==> src/logic/stmc_pkg.sv <==
package stmc_pkg;
    // register indices; byte address is index times four
    localparam logic [11:0] PERIOD_IDX = 12'h480;
    localparam logic [11:0] RUNCTL_IDX = 12'h481;
    localparam logic [11:0] THRESH_IDX = 12'h482;
    localparam logic [11:0] STATUS_IDX = 12'h483;
    localparam logic [13:0] PERIOD_ADDR = {PERIOD_IDX, 2'b00};
    localparam logic [13:0] RUNCTL_ADDR = {RUNCTL_IDX, 2'b00};
    localparam logic [13:0] THRESH_ADDR = {THRESH_IDX, 2'b00};
    localparam logic [13:0] STATUS_ADDR = {STATUS_IDX, 2'b00};
    // field positions
    localparam int START_BIT = 0;
    localparam int PERIODIC_BIT = 1;
    localparam int UV_LSB = 12;
    localparam int OV_LSB = 8;
    localparam int OT_LSB = 0;
    // reset values
    localparam logic [3:0] PERIOD_RST = 4'h2;
    localparam logic [13:0] RUNCTL_RSVD_RST = 14'h0028;
    localparam logic PERIODIC_RST = 1'b1;
    localparam logic [2:0] UV_RST = 3'h7;
    localparam logic [2:0] OV_RST = 3'h0;
    localparam logic [2:0] OT_RST = 3'h7;
    // timing: one period unit is 16 ms at 20 MHz
    localparam int CLK_HZ = 20000000;
    localparam int UNIT_MS = 16;
    localparam int UNIT_CYC = CLK_HZ / 1000 * UNIT_MS;
    localparam int RUN_CYC = 4;
    // sensor result bundle
    typedef struct packed {
        logic [2:0] temp;
        logic [2:0] vio;
        logic [2:0] vana;
    } stmc_meas_s;
    typedef enum logic [1:0] {
        ST_IDLE = 2'b00,
        ST_RUN = 2'b01,
        ST_WAIT = 2'b10
    } stmc_state_e;
endpackage : stmc_pkg

==> src/logic/stmc_top.sv <==
`timescale 1ns/1ps
// Contract
// - periodic bit set repeats monitor runs; clear gives single run
// - periodic interval comes from 4-bit period register field
// - writing one to start launches run; self-clears; zero ignored
// - voltage codes 000..111 run from above +9% to below -16.5%
// - undervoltage threshold bits 14:12, resets to 111
// - overvoltage threshold bits 10:8, resets to 000
// - overtemperature threshold bits 2:0, resets 111; 000 below -40C
// - cycle time is code times 16 ms; resets 0010; 0000 invalid
module stmc_top #(
    parameter int UNIT_CYCLES = stmc_pkg::UNIT_CYC
) (
    // clock and reset
    input wire logic mclk,
    input wire logic rst_b,
    // register port
    input wire logic [13:0] reg_addr,
    input wire logic [15:0] reg_wdata,
    input wire logic reg_wr,
    input wire logic reg_rd,
    output logic [15:0] reg_rdata,
    // sensor side
    output logic sense_en,
    input wire stmc_pkg::stmc_meas_s meas_in,
    // status
    output logic alarm,
    output logic busy
);
    // software visible state
    logic [3:0] period_reg;
    logic [13:0] rsvd_reg;
    logic periodic_reg;
    logic start_reg;
    logic [15:0] thresh_reg;
    // sequencer state and timers
    stmc_pkg::stmc_state_e state_reg;
    logic [31:0] timer_reg;
    logic [3:0] unit_reg;
    // threshold flags and synced sensor codes
    logic [2:0] alarm_bits_reg;
    stmc_pkg::stmc_meas_s meas_s1_reg;
    stmc_pkg::stmc_meas_s meas_s2_reg;
    // decoded fields and strobes
    logic [2:0] uv_thr;
    logic [2:0] ov_thr;
    logic [2:0] ot_thr;
    logic wr_run;
    logic wr_period;
    logic wr_thresh;
    logic run_end;
    logic [1:0] vio_cross;
    logic [1:0] vana_cross;

    // write strobe aimed at one register
    function automatic logic wr_hit(
        input logic wr,
        input logic [13:0] addr,
        input logic [13:0] target
    );
        return wr && addr == target;
    endfunction : wr_hit

    // supply code against limits; lower code is higher voltage
    // band edges scale with the nominal supply on the analog side, so
    // only the codes are compared here; result is {under, over}
    function automatic logic [1:0] band_cross(
        input logic [2:0] code,
        input logic [2:0] ov,
        input logic [2:0] uv
    );
        return {code > uv, code < ov};
    endfunction : band_cross

    // field views of the threshold register
    assign uv_thr = thresh_reg[stmc_pkg::UV_LSB +: 3];
    assign ov_thr = thresh_reg[stmc_pkg::OV_LSB +: 3];
    assign ot_thr = thresh_reg[stmc_pkg::OT_LSB +: 3];
    // register write decode
    assign wr_run = wr_hit(reg_wr, reg_addr, stmc_pkg::RUNCTL_ADDR);
    assign wr_period = wr_hit(reg_wr, reg_addr, stmc_pkg::PERIOD_ADDR);
    assign wr_thresh = wr_hit(reg_wr, reg_addr, stmc_pkg::THRESH_ADDR);
    // last cycle of a run
    assign run_end = state_reg == stmc_pkg::ST_RUN &&
        timer_reg == 32'(stmc_pkg::RUN_CYC - 1);
    // per supply crossing flags
    assign vio_cross = band_cross(meas_s2_reg.vio, ov_thr, uv_thr);
    assign vana_cross = band_cross(meas_s2_reg.vana, ov_thr, uv_thr);

    // sensor codes cross from analog side
    always_ff @(posedge mclk) begin
        meas_s1_reg <= meas_in;
        meas_s2_reg <= meas_s1_reg;
    end

    // period register
    always_ff @(posedge mclk) begin
        if (!rst_b) begin
            period_reg <= stmc_pkg::PERIOD_RST;
        end else if (wr_period) begin
            period_reg <= reg_wdata[3:0];
        end
    end

    // run control register
    always_ff @(posedge mclk) begin
        if (!rst_b) begin
            rsvd_reg <= stmc_pkg::RUNCTL_RSVD_RST;
            periodic_reg <= stmc_pkg::PERIODIC_RST;
        end else if (wr_run) begin
            rsvd_reg <= reg_wdata[15:2];
            periodic_reg <= reg_wdata[stmc_pkg::PERIODIC_BIT];
        end
    end

    always_ff @(posedge mclk) begin
        if (!rst_b) begin
            start_reg <= 1'b0;
        end else if (wr_run && reg_wdata[stmc_pkg::START_BIT]) begin
            start_reg <= 1'b1;
        end else if (state_reg == stmc_pkg::ST_IDLE) begin
            start_reg <= 1'b0;
        end
    end

    always_ff @(posedge mclk) begin
        if (!rst_b) begin
            thresh_reg <= {1'b0, stmc_pkg::UV_RST, 1'b0, stmc_pkg::OV_RST,
                5'h00, stmc_pkg::OT_RST};
        end else if (wr_thresh) begin
            thresh_reg <= reg_wdata;
        end
    end

    always_ff @(posedge mclk) begin
        if (!rst_b) begin
            state_reg <= stmc_pkg::ST_IDLE;
            timer_reg <= 32'h0;
            unit_reg <= 4'h0;
        end else begin
            case (state_reg)
                stmc_pkg::ST_IDLE: begin
                    if (start_reg) begin
                        state_reg <= stmc_pkg::ST_RUN;
                        timer_reg <= 32'h0;
                    end
                end
                stmc_pkg::ST_RUN: begin
                    if (timer_reg == 32'(stmc_pkg::RUN_CYC - 1)) begin
                        timer_reg <= 32'h0;
                        unit_reg <= 4'h0;
                        state_reg <= periodic_reg ? stmc_pkg::ST_WAIT
                                                  : stmc_pkg::ST_IDLE;
                    end else begin
                        timer_reg <= timer_reg + 32'h1;
                    end
                end
                stmc_pkg::ST_WAIT: begin
                    if (!periodic_reg) begin
                        state_reg <= stmc_pkg::ST_IDLE;
                    end else if (timer_reg == 32'(UNIT_CYCLES - 1)) begin
                        timer_reg <= 32'h0;
                        if (unit_reg + 4'h1 >= period_reg) begin
                            state_reg <= stmc_pkg::ST_RUN;
                        end else begin
                            unit_reg <= unit_reg + 4'h1;
                        end
                    end else begin
                        timer_reg <= timer_reg + 32'h1;
                    end
                end
                default: state_reg <= stmc_pkg::ST_IDLE;
            endcase
        end
    end

    // compare at end of run; lower code is higher voltage
    always_ff @(posedge mclk) begin
        if (!rst_b) begin
            alarm_bits_reg <= 3'h0;
        end else if (run_end) begin
            alarm_bits_reg[0] <= meas_s2_reg.temp > ot_thr;
            alarm_bits_reg[1] <= vio_cross[0] || vana_cross[0];
            alarm_bits_reg[2] <= vio_cross[1] || vana_cross[1];
        end
    end

    // outputs from flops
    always_ff @(posedge mclk) begin
        if (!rst_b) begin
            sense_en <= 1'b0;
            busy <= 1'b0;
            alarm <= 1'b0;
        end else begin
            sense_en <= state_reg == stmc_pkg::ST_RUN;
            busy <= state_reg != stmc_pkg::ST_IDLE;
            alarm <= |alarm_bits_reg;
        end
    end

    // read data one cycle after strobe
    always_ff @(posedge mclk) begin
        if (!rst_b) begin
            reg_rdata <= 16'h0000;
        end else if (reg_rd) begin
            case (reg_addr)
                stmc_pkg::PERIOD_ADDR: reg_rdata <= {12'h000, period_reg};
                stmc_pkg::RUNCTL_ADDR:
                    reg_rdata <= {rsvd_reg, periodic_reg, start_reg};
                stmc_pkg::THRESH_ADDR: reg_rdata <= thresh_reg;
                stmc_pkg::STATUS_ADDR:
                    reg_rdata <= {12'h000, busy, alarm_bits_reg};
                default: reg_rdata <= 16'h0000;
            endcase
        end
    end
endmodule : stmc_top

==> config.mk <==
export PLATFORM = sky130hd
export DESIGN_NAME = stmc_top
export DESIGN_NICKNAME = d
export VERILOG_FILES = /design/src/logic/stmc_pkg.sv /design/src/logic/stmc_top.sv
export SDC_FILE = /design/constraint.sdc
export NUM_CORES = 1
export LEC_CHECK = 0
export BUFFER_PORTS_ARGS = -buffer_cell sky130_fd_sc_hd__buf_2
export CAP_MARGIN = 20
export CORE_AREA = 2 2 98 100
export CTS_CLUSTER_DIAMETER = 50
export DETAILED_ROUTE_END_ITERATION = 12
export DIE_AREA = 0 0 100 102
export PLACE_DENSITY_LB_ADDON = 0.08
export SYNTH_ARGS = -nofsm -noshare
export SYNTH_HDL_FRONTEND = slang
export SYNTH_SLANG_ARGS = --single-unit
==> constraint.sdc <==
create_clock -name mclk -period 3.05 [get_ports mclk]
set_input_delay 0.1525 -clock mclk [delete_from_list [all_inputs] [get_ports mclk]]
set_output_delay 0.1525 -clock mclk [all_outputs]
set_load 0.01 [all_outputs]
-- Word level (Yosys, flattened, before mapping)
Cells that the tools add are included.
- add/subtract/negate cells: 2
- multipliers: 0
- divide/modulo/power cells: 0
- magnitude comparators: 6
- eq/ne operators: 15
- shift operators: 0
- mux-type cells: 20
- bitwise operators: 0
- reductions and logical operators: 16
- operators with widths (kind ; count):
    $mux W32 ; 4
    $pmux W32 S3 ; 1
    $pmux W16 S4 ; 1
    $eq A14 B13 Y1 const B ; 4
    $add A32 B1 Y32 const B ; 1
    $eq A32 B19 Y1 const B ; 1
    $eq A32 B2 Y1 const B ; 1
    $mux W4 ; 4
    $mux W2 ; 6
    $ne A2 B2 Y1 const B ; 5
    $gt A3 B3 Y1 ; 3
    $pmux W4 S2 ; 1
    $lt A3 B3 Y1 ; 2
    $ne A3 B3 Y1 const B ; 2
    $pmux W2 S3 ; 1
    $reduce_bool A2 Y1 ; 3
    $logic_and A1 B1 Y1 ; 5
    $reduce_and A5 Y1 ; 1
    $add A4 B1 Y4 const B ; 1
    $ge A4 B4 Y1 ; 1
    $reduce_and A4 Y1 ; 1
    $reduce_and A3 Y1 ; 1
    $reduce_bool A3 Y1 ; 1
    $reduce_or A3 Y1 ; 1
    other kinds (5) ; 7
- register bits after elaboration: 114
- bits in latches: 0
- memory bits (writable): 0
- bits in read-only memories: 0
- input port bits: 43
- output and inout bits: 19
- memories: 0

-- Longest topological paths before layout
Gate-level depths: netlist of run 1.
- depth after elaboration: 6
- gate-level depth with buffers: 10
- gate-level depth less buffers: 8

-- Worst setup path after synthesis of run 1
Ideal clock, no wire load.
- path type: flip-flop to flip-flop
- start point: register state_reg[0]
- end point: register timer_reg[18]
- data arrival time: 2.214 ns
- data required time: 2.980 ns
- path slack: 0.766 ns
- cell stages (with the launch flop): 11
- path buffers: 2
- clock period less this slack: 2.284 ns
- path through: dfxtp_1 -> inv_1 -> ha_1 -> buf_6 -> nor2b_1 -> or3_1 -> clkbuf_1 -> nor3_2 -> nand3_1 -> or3_1 -> a21oi_1
- longest elaborated chain between the ends: 3
- elaborated cells on any way between the ends: 8
- ends and longest elaborated chain (element ; RTL line ; text):
    start, declared ; stmc_top.sv:37 ; stmc_pkg::stmc_state_e state_reg;
    start signal, assigned ; stmc_top.sv:137 ; state_reg <= stmc_pkg::ST_IDLE;
    start signal, assigned ; stmc_top.sv:144 ; state_reg <= stmc_pkg::ST_RUN;
    start signal, assigned ; stmc_top.sv:152 ; state_reg <= periodic_reg ? stmc_pkg::ST_WAIT
    $eq A2 B2 Y1, or another cell as far along ; stmc_top.sv:141 ; case (state_reg)
    $ne A2 B2 Y1 (no source line) / $reduce_bool A3 Y1 (equally long branches) ; - ;
    $reduce_and A3 Y1 (no source line) ; - ;
    end signal, assigned ; stmc_top.sv:155 ; timer_reg <= timer_reg + 32'h1;
    end signal, assigned ; stmc_top.sv:169 ; timer_reg <= timer_reg + 32'h1;
    end, declared ; stmc_top.sv:38 ; logic [31:0] timer_reg;
Several ways; a longest one is shown, not always the timed one.
A chain may end at the register's enable or synchronous reset.

-- Final worst setup path of run 1
- start point: register state_reg[0]
- end point: register timer_reg[30]
Same word-level chain as after synthesis.

==> metrics.yaml, run 1 <==
status:
  status: "completed"
floorplan:
  fp.coreArea_sq_um: 9110
  ioPinCount: 62
  start_util_pct: 57.3
  dieWidth_microns: 100
  die_area_sq_um: 10200
  rows: 35
  die_height_microns: 102
logic_synthesis:
  syn_nets: 652
  synth-seq-cells: 114
  syn-cell-area_sq_um: 5220
  synth_ff_type: "dfxtp_1"
  synth_top_cell_by_area: "dfxtp_1"
  synth_top_area_share_pct: 43.7
  synth-edff-count: 0
  avgSynthCellArea_sq_um: 8.93
  ys_types: 58
  async_flop_share_pct: 0
  ys_warn_count: 0
  synthCells: 585
  yosysSeqAreaShare_pct: 43.7
  yosys-top-cells-area: "dfxtp_1, nand2_1, ha_1"
clock_tree:
  clk_pin_slew_ns: 0.06
  cts_sinks: 114
  cts_root_buf: "clkbuf_8"
  clockBufferDepth: 2
  tritoncts: "done"
  cts_setup_buffers: 0
  numCtsBuffers: 17
  htreeDepth: 4
  clk-insertion-delay-late_ns: 0.51
placed_design:
  place_worst_setup_slack_ns: 0.486
  dp_hpwl_microns: 8300
  place.gp.congestion: 0.839
  io_buffers: 61
  placed_cells: 734
timing:
  min_period_over_period_pct: 86.9
  hold_viol_final: 0
  max_freq_ghz: 0.377
  skew_ns: 0.00878
  setup_viol: 0
  drv_slew: 0
  fin_ws_ns: 0.400
  worst_slew_pin_slew_ns: 0.929
  relSlewSlack_pct: 37.9
  setup_tns_ns: 0
  rsz0062_at_grt: "false"
  post-route-min-period_ns: 2.65
global_routing:
  grt_use_met2_pct: 42.3
  track_usage_pct: 25.3
  grt-busiest-layer: "met2"
  grt_overflow_total: 0
  grtUsageMet1_pct: 32.9
  antenna_found_initial: 0
  grt_max_degree: 43
  grt.met3_usage_pct: 5.40
  grt_pass1_wl_microns: 20600
  grt_pass1_vias: 4296
routing:
  drtIter0Drc: 278
  viasPerCell: 5.74
  drtPass1Iterations: 5
  drc: 0
  ant_nets: 0
  drt-total-wl_microns: 12400
  via_count: 4548
  wl_per_cell_microns: 15.7
setup_path:
  cp-start-kind: "flip-flop"
  crit_path_end_kind: "flip-flop"
  cp_max_fo: 24
  required_ns: 3.47
  arrival_ns: 3.07
  critPathKind: "reg2reg"
hold_path:
  min_path_type: "in2reg"
cells_and_area:
  drive_gt1_share_pct: 18.6
  final_cell_count_no_fill: 792
  area_delta_synth_final_pct: 24.3
  finalNetCount: 735
  largest_register_ffs: 32
  diodes: 0
run:
  cap_violations: 0
pwr:
  leakagePower_nw: 2.61
  p_per_area_nw_per_um2: 587
  vdd_drop_max_v: 0.000535
==> cells in the final DEF, fill, tap and decap left out, types with 20 or more instances in the layout <==
master	instances
dfxtp_1	114
nand2_1	94
buf_2	61
a21oi_1	39
a31oi_1	36
nand3_1	26
dlygate4sd3_1	26
ha_1	24
nor2_1	23
inv_1	22
o21ai_0	20
==> per-layer routing <==
metal	wire, microns	vias up
li1	-	2258
met1	5690	2130
met2	5970	138
met3	600	22
met4	163	0
met5	0	-
==> cell families (layout without fill, tap and decap cells) <==
group                    after synthesis  in the layout  share of synthesized area, %
AO/OA/AOI/OAI                        135            135                          16.7
buffers and inverters                 55            151                          4.65
AND/OR/NAND/NOR                      231            231                          23.5
flip-flops                           114            114                          43.7
adder cells (fa/ha/maj)               24             24                          5.75
multiplexers                          20             20                          4.79
XOR/XNOR                               6              6                          1.01
==> critical path, cell delays in order, from the launching register on <==
cell and delay, ns:
dfxtp_1 0.36, inv_1 0.11, ha_1 0.40, o31ai_4 0.17, a211oi_4 0.79, buf_4 0.39, a31oi_1 0.14, a31oi_1 0.19
==> power by group <==
part	internal (mW)	total, mW	switching, mW
clock	1.44	2.19	0.742
sequential	1.50	1.51	0.00440
combinational	0.0616	0.119	0.0573
total	3.01	3.81	0.803
==> Yosys cell counts, types with 4 or more instances <==
cell type	count
a21oi_1	39
a22oi_1	13
a31oi_1	36
and2_1	4
and3_1	12
clkbuf_1	24
dfxtp_1	114
ha_1	24
inv_1	22
mux2i_1	16
mux4_2	4
nand2_1	94
nand2b_1	19
nand3_1	26
nand4_1	5
nor2_1	23
nor2b_1	5
nor3_1	6
nor4_1	6
nor4_2	5
o211ai_1	5
o21a_1	4
o21ai_0	20
or3_1	4
xor2_1	4
==> cell type report <==
cell class	count	area, sq um
multi-input combinational	416	2700
clock buffer	18	428
tap	111	139
timing repair buffer	96	633
inverter	23	86.3
fill	681	2620
clock inverter	14	223
sequential	114	2280
==> final timing paths <==
check,from,end,slack (ns),cells after the start
setup reg to reg,state_reg[0]$_SDFFE_PN0P_,timer_reg[30]$_SDFFE_PN0P_,0.40,7
setup / recovery,state_reg[0]$_SDFFE_PN0P_,timer_reg[30]$_SDFFE_PN0P_,0.40,7
hold / removal,rst_b,period_reg[1]$_SDFFE_PN1P_,0.09,3
hold reg to reg,meas_s1_reg[5]$_DFF_P_,meas_s2_reg[5]$_DFF_P_,0.33,0
==> what timing repair did <==
action	4_1_cts	5_1_grt
resized for setup	0	0
hold endpoints to repair	49	0
hold buffers	26	0
==> stage by stage <==
stage	power, mW	util [%]	hold WS, ns	area, sq um
finish	3.81	71.3	0.0943	6490
global route	3.91	71.3	0.0956	6490
CTS	3.84	71.3	0.0734	6490
detailed placement	1.63	61.3	0.256	5580
global placement	1.63	61.3	0.255	5580
floorplan	1.59	-	0.180	5220
No activity file was read; power rests on OpenSTA's default activity.
==> run 2: changes to the inputs <==
--- a/config.mk
+++ b/config.mk
@@ -7,10 +7,10 @@
 export LEC_CHECK = 0
 export BUFFER_PORTS_ARGS = -buffer_cell sky130_fd_sc_hd__buf_2
 export CAP_MARGIN = 20
-export CORE_AREA = 2 2 98 100
+export CORE_AREA = 2 2 97 99
 export CTS_CLUSTER_DIAMETER = 50
 export DETAILED_ROUTE_END_ITERATION = 12
-export DIE_AREA = 0 0 100 102
+export DIE_AREA = 0 0 99 101
 export PLACE_DENSITY_LB_ADDON = 0.08
 export SYNTH_ARGS = -nofsm -noshare
 export SYNTH_HDL_FRONTEND = slang
==> constraint.sdc (replaced) <==
create_clock -name mclk -period 3.3 [get_ports mclk]
set_input_delay 0.165 -clock mclk [delete_from_list [all_inputs] [get_ports mclk]]
set_output_delay 0.165 -clock mclk [all_outputs]
set_load 0.01 [all_outputs]
==> run 2 against run 1 <==
Net effect: count of clock-buffer cells in the layout did not move; clock skew increased by 0.0017 ns; die area is 2.0% lower; core utilization fell by 0.24 points; global-route usage shrank 0.56 points; sequential cell count is the same; register-to-register slack better by 0.21 ns; final area decreased by 1.8%; final cell count decreased by 0.25%; power decreased by 17%; non-clock buffer count is 2 lower; clock power shrank 23%.
==> metrics.yaml, run 2 (synthesis results as in run 1) <==
cells_and_area:
  diodes: 0  # unchanged
  nFillCells: 672  # -1.3%
  final_common_cell: "dfxtp_1"
  finalNetCount: 733  # -0.27%
  drive_gt1_share_pct: 18.4  # -0.24 points
  largest_register_ffs: 32  # unchanged
  final_cell_mix: "dfxtp_1, nand2_1, buf_2"
  area_delta_synth_final_pct: 22.1
setup_path:
  critPathKind: "reg2reg"
  crit_buf_inv: 2  # unchanged
  crit_path_end_kind: "flip-flop"
  crit_top_cell: "a31oi_1"
  max_stage_delay_ns: 0.86  # +0.07 ns
  critical_path.top_delay_family: "compound AO/OA/AOI/OAI gates"
  crit_path_top_delay_cell: "a211oi_4"
  cp-start-kind: "flip-flop"
  r2r-start: "state_reg[0]$_SDFFE_PN0P_"
  arrival_ns: 3.10  # +0.03 ns
  required_ns: 3.72  # +0.25 ns
  cp_max_fo: 25  # +4.2%
  r2r_slack_ns: 0.61  # +0.21 ns
  r2r_cells: 7  # unchanged
  path_cells: "inv_1 -> ha_1 -> o31ai_4 -> a211oi_4 -> buf_4 -> a31oi_1 -> a31oi_1"
  reg2reg_to: "timer_reg[28]$_SDFFE_PN0P_"
global_routing:
  antenna_found_initial: 0  # unchanged
  grt_use_met2_pct: 40.5  # -1.8 points
  grt-busiest-layer: "met2"
  track_usage_pct: 24.8  # -0.56 points
  grt_max_degree: 43  # unchanged
  grt_pass1_wl_microns: 19900  # -3.3%
  grt_pass1_vias: 4206  # -2.1%
  grt.met3_usage_pct: 5.76  # +0.35 points
  grtUsageMet1_pct: 32.6  # -0.27 points
  grt_overflow_total: 0  # unchanged
routing:
  wl_per_cell_microns: 15.1  # -4.0%
  drt-total-wl_microns: 11900  # -4.3%
  via_count: 4583  # +0.77%
  drtPass1Iterations: 5  # unchanged
  drtIter0Drc: 211  # -24%
  drc: 0  # unchanged
  ant_nets: 0  # unchanged
  viasPerCell: 5.80  # +1.0%
floorplan:
  die_area_sq_um: 10000  # -2.0%
  start_util_pct: 58.2  # +0.84 points
  fp.coreArea_sq_um: 8980  # -1.4%
  ioPinCount: 62  # unchanged
  rows: 35  # unchanged
  dieWidth_microns: 99  # -1.0%
  die_height_microns: 101  # -0.98%
timing:
  worst_slew_pin_slew_ns: 0.971  # +0.0423 ns
  post-route-min-period_ns: 2.69  # +0.0383 ns
  min_period_over_period_pct: 81.5  # -5.4 points
  relSlewSlack_pct: 35.1  # -2.8 points
  setup_tns_ns: 0  # unchanged
  skew_ns: 0.0105  # +0.00169 ns
  rsz0062_at_grt: "false"
  hold_viol_final: 0  # unchanged
  max_freq_ghz: 0.372  # -1.4%
  setup_viol: 0  # unchanged
  fin_ws_ns: 0.612  # +0.212 ns
  drv_slew: 0  # unchanged
pwr:
  internal-power_mw: 2.41  # -20%
  leakagePower_nw: 2.55  # -2.5%
  p_per_area_nw_per_um2: 498  # -15%
  switching_power_mw: 0.768  # -4.4%
  seq_power_share_pct: 43.8  # +4.3 points
  clkPwrFrac_pct: 52.8  # -4.6 points
  combPwrFrac_pct: 3.4  # +0.3 points
  switching_share_pct: 24.2  # +3.1 points
  vdd_drop_max_v: 0.000363  # -32%
placed_design:
  io_buffers: 61  # unchanged
  place.gp.congestion: 0.843  # +0.43%
  place_worst_setup_slack_ns: 0.685  # +0.199 ns
  dp_hpwl_microns: 8020  # -3.4%
hold_path:
  min_path_type: "in2reg"
  holdPathEnd: "rsvd_reg[3]$_SDFFE_PN1P_"
  hold_start: "rst_b"
  hold_depth: 3  # unchanged
clock_tree:
  clk_pin_slew_ns: 0.06  # about the same
  clk-insertion-delay-late_ns: 0.50  # about the same
  cts_root_buf: "clkbuf_8"
  tritoncts: "done"
  numCtsBuffers: 17  # unchanged
  cts_sinks: 114  # unchanged
  htreeDepth: 4  # unchanged
  clockBufferDepth: 2  # unchanged
status:
  status: "completed"
run:
  cap_violations: 0  # unchanged
-- run 2: tightest hold or removal path: stages --
cell and delay (ns):
buf_2 0.11, buf_4 0.22, nand3_1 0.09
-- run 2: how the worst max path moves through the flow --
| stage | start | slack, ns | cells past startpoint | end |
|---|---|---|---|---|
| after floorplan | state_reg[0]$_SDFFE_PN0P_ | 1.02 | 10 | timer_reg[18]$_SDFFE_PN0P_ |
| after global placement | state_reg[0]$_SDFFE_PN0P_ | 0.81 | 7 | timer_reg[5]$_SDFFE_PN0P_ |
| after detailed placement | state_reg[0]$_SDFFE_PN0P_ | 0.68 | 7 | timer_reg[22]$_SDFFE_PN0P_ |
| after CTS | state_reg[0]$_SDFFE_PN0P_ | 0.64 | 7 | timer_reg[28]$_SDFFE_PN0P_ |
| after global routing | state_reg[0]$_SDFFE_PN0P_ | 0.42 | 7 | timer_reg[20]$_SDFFE_PN0P_ |
| final | state_reg[0]$_SDFFE_PN0P_ | 0.61 | 7 | timer_reg[28]$_SDFFE_PN0P_ |
-- run 2: power groups by stage --
stage	Clock, mW	Sequential (mW)	Combinational (mW)
after floorplan	0	1.42	0.0444
after global placement	0	1.42	0.0831
after detailed placement	0	1.42	0.0853
after CTS	1.69	1.39	0.109
after global routing	1.76	1.39	0.120
final	1.68	1.39	0.109
-- run 2: routing by layer --
layer / part of all wire [%] / vias to the layer above
met2: 47 / 125
li1: - / 2265
met4: 0.83 / 0
met1: 47 / 2182
met5: 0 / -
met3: 5.3 / 11
-- run 2: layout make-up --
| cell class | instances | area (sq um) | share of cell area (%) |
|---|---|---|---|
| Multi-Input combinational cell | 416 | 2700 | 42.4 |
| Sequential cell | 114 | 2280 | 35.8 |
| Timing Repair Buffer | 94 | 618 | 9.69 |
| Clock buffer | 18 | 428 | 6.71 |
| Tap cell | 111 | 139 | 2.18 |
| Clock inverter | 14 | 123 | 1.92 |
| Inverter | 23 | 86.3 | 1.35 |
-- run 2: repair_timing --
| action | in CTS | in global routing |
|---|---|---|
| hold buffers | 26 | 0 |
| setup buffers | 0 | 0 |
| resized for setup | 0 | 0 |
| hold endpoints to repair | 49 | 0 |
-- run 2: stage by stage --
step           utilization [%]  area, sq um  power [mW]  hold WS, ns  instances
2_1_floorplan                -         5220        1.47        0.193        585
3_3_place_gp              62.0         5570        1.51        0.268        732
3_5_place_dp              62.0         5570        1.51        0.269        732
4_1_cts                   71.1         6380        3.19       0.0888        790
5_1_grt                   71.1         6380        3.27        0.107        790
6_report                  71.1         6380        3.18        0.110        790
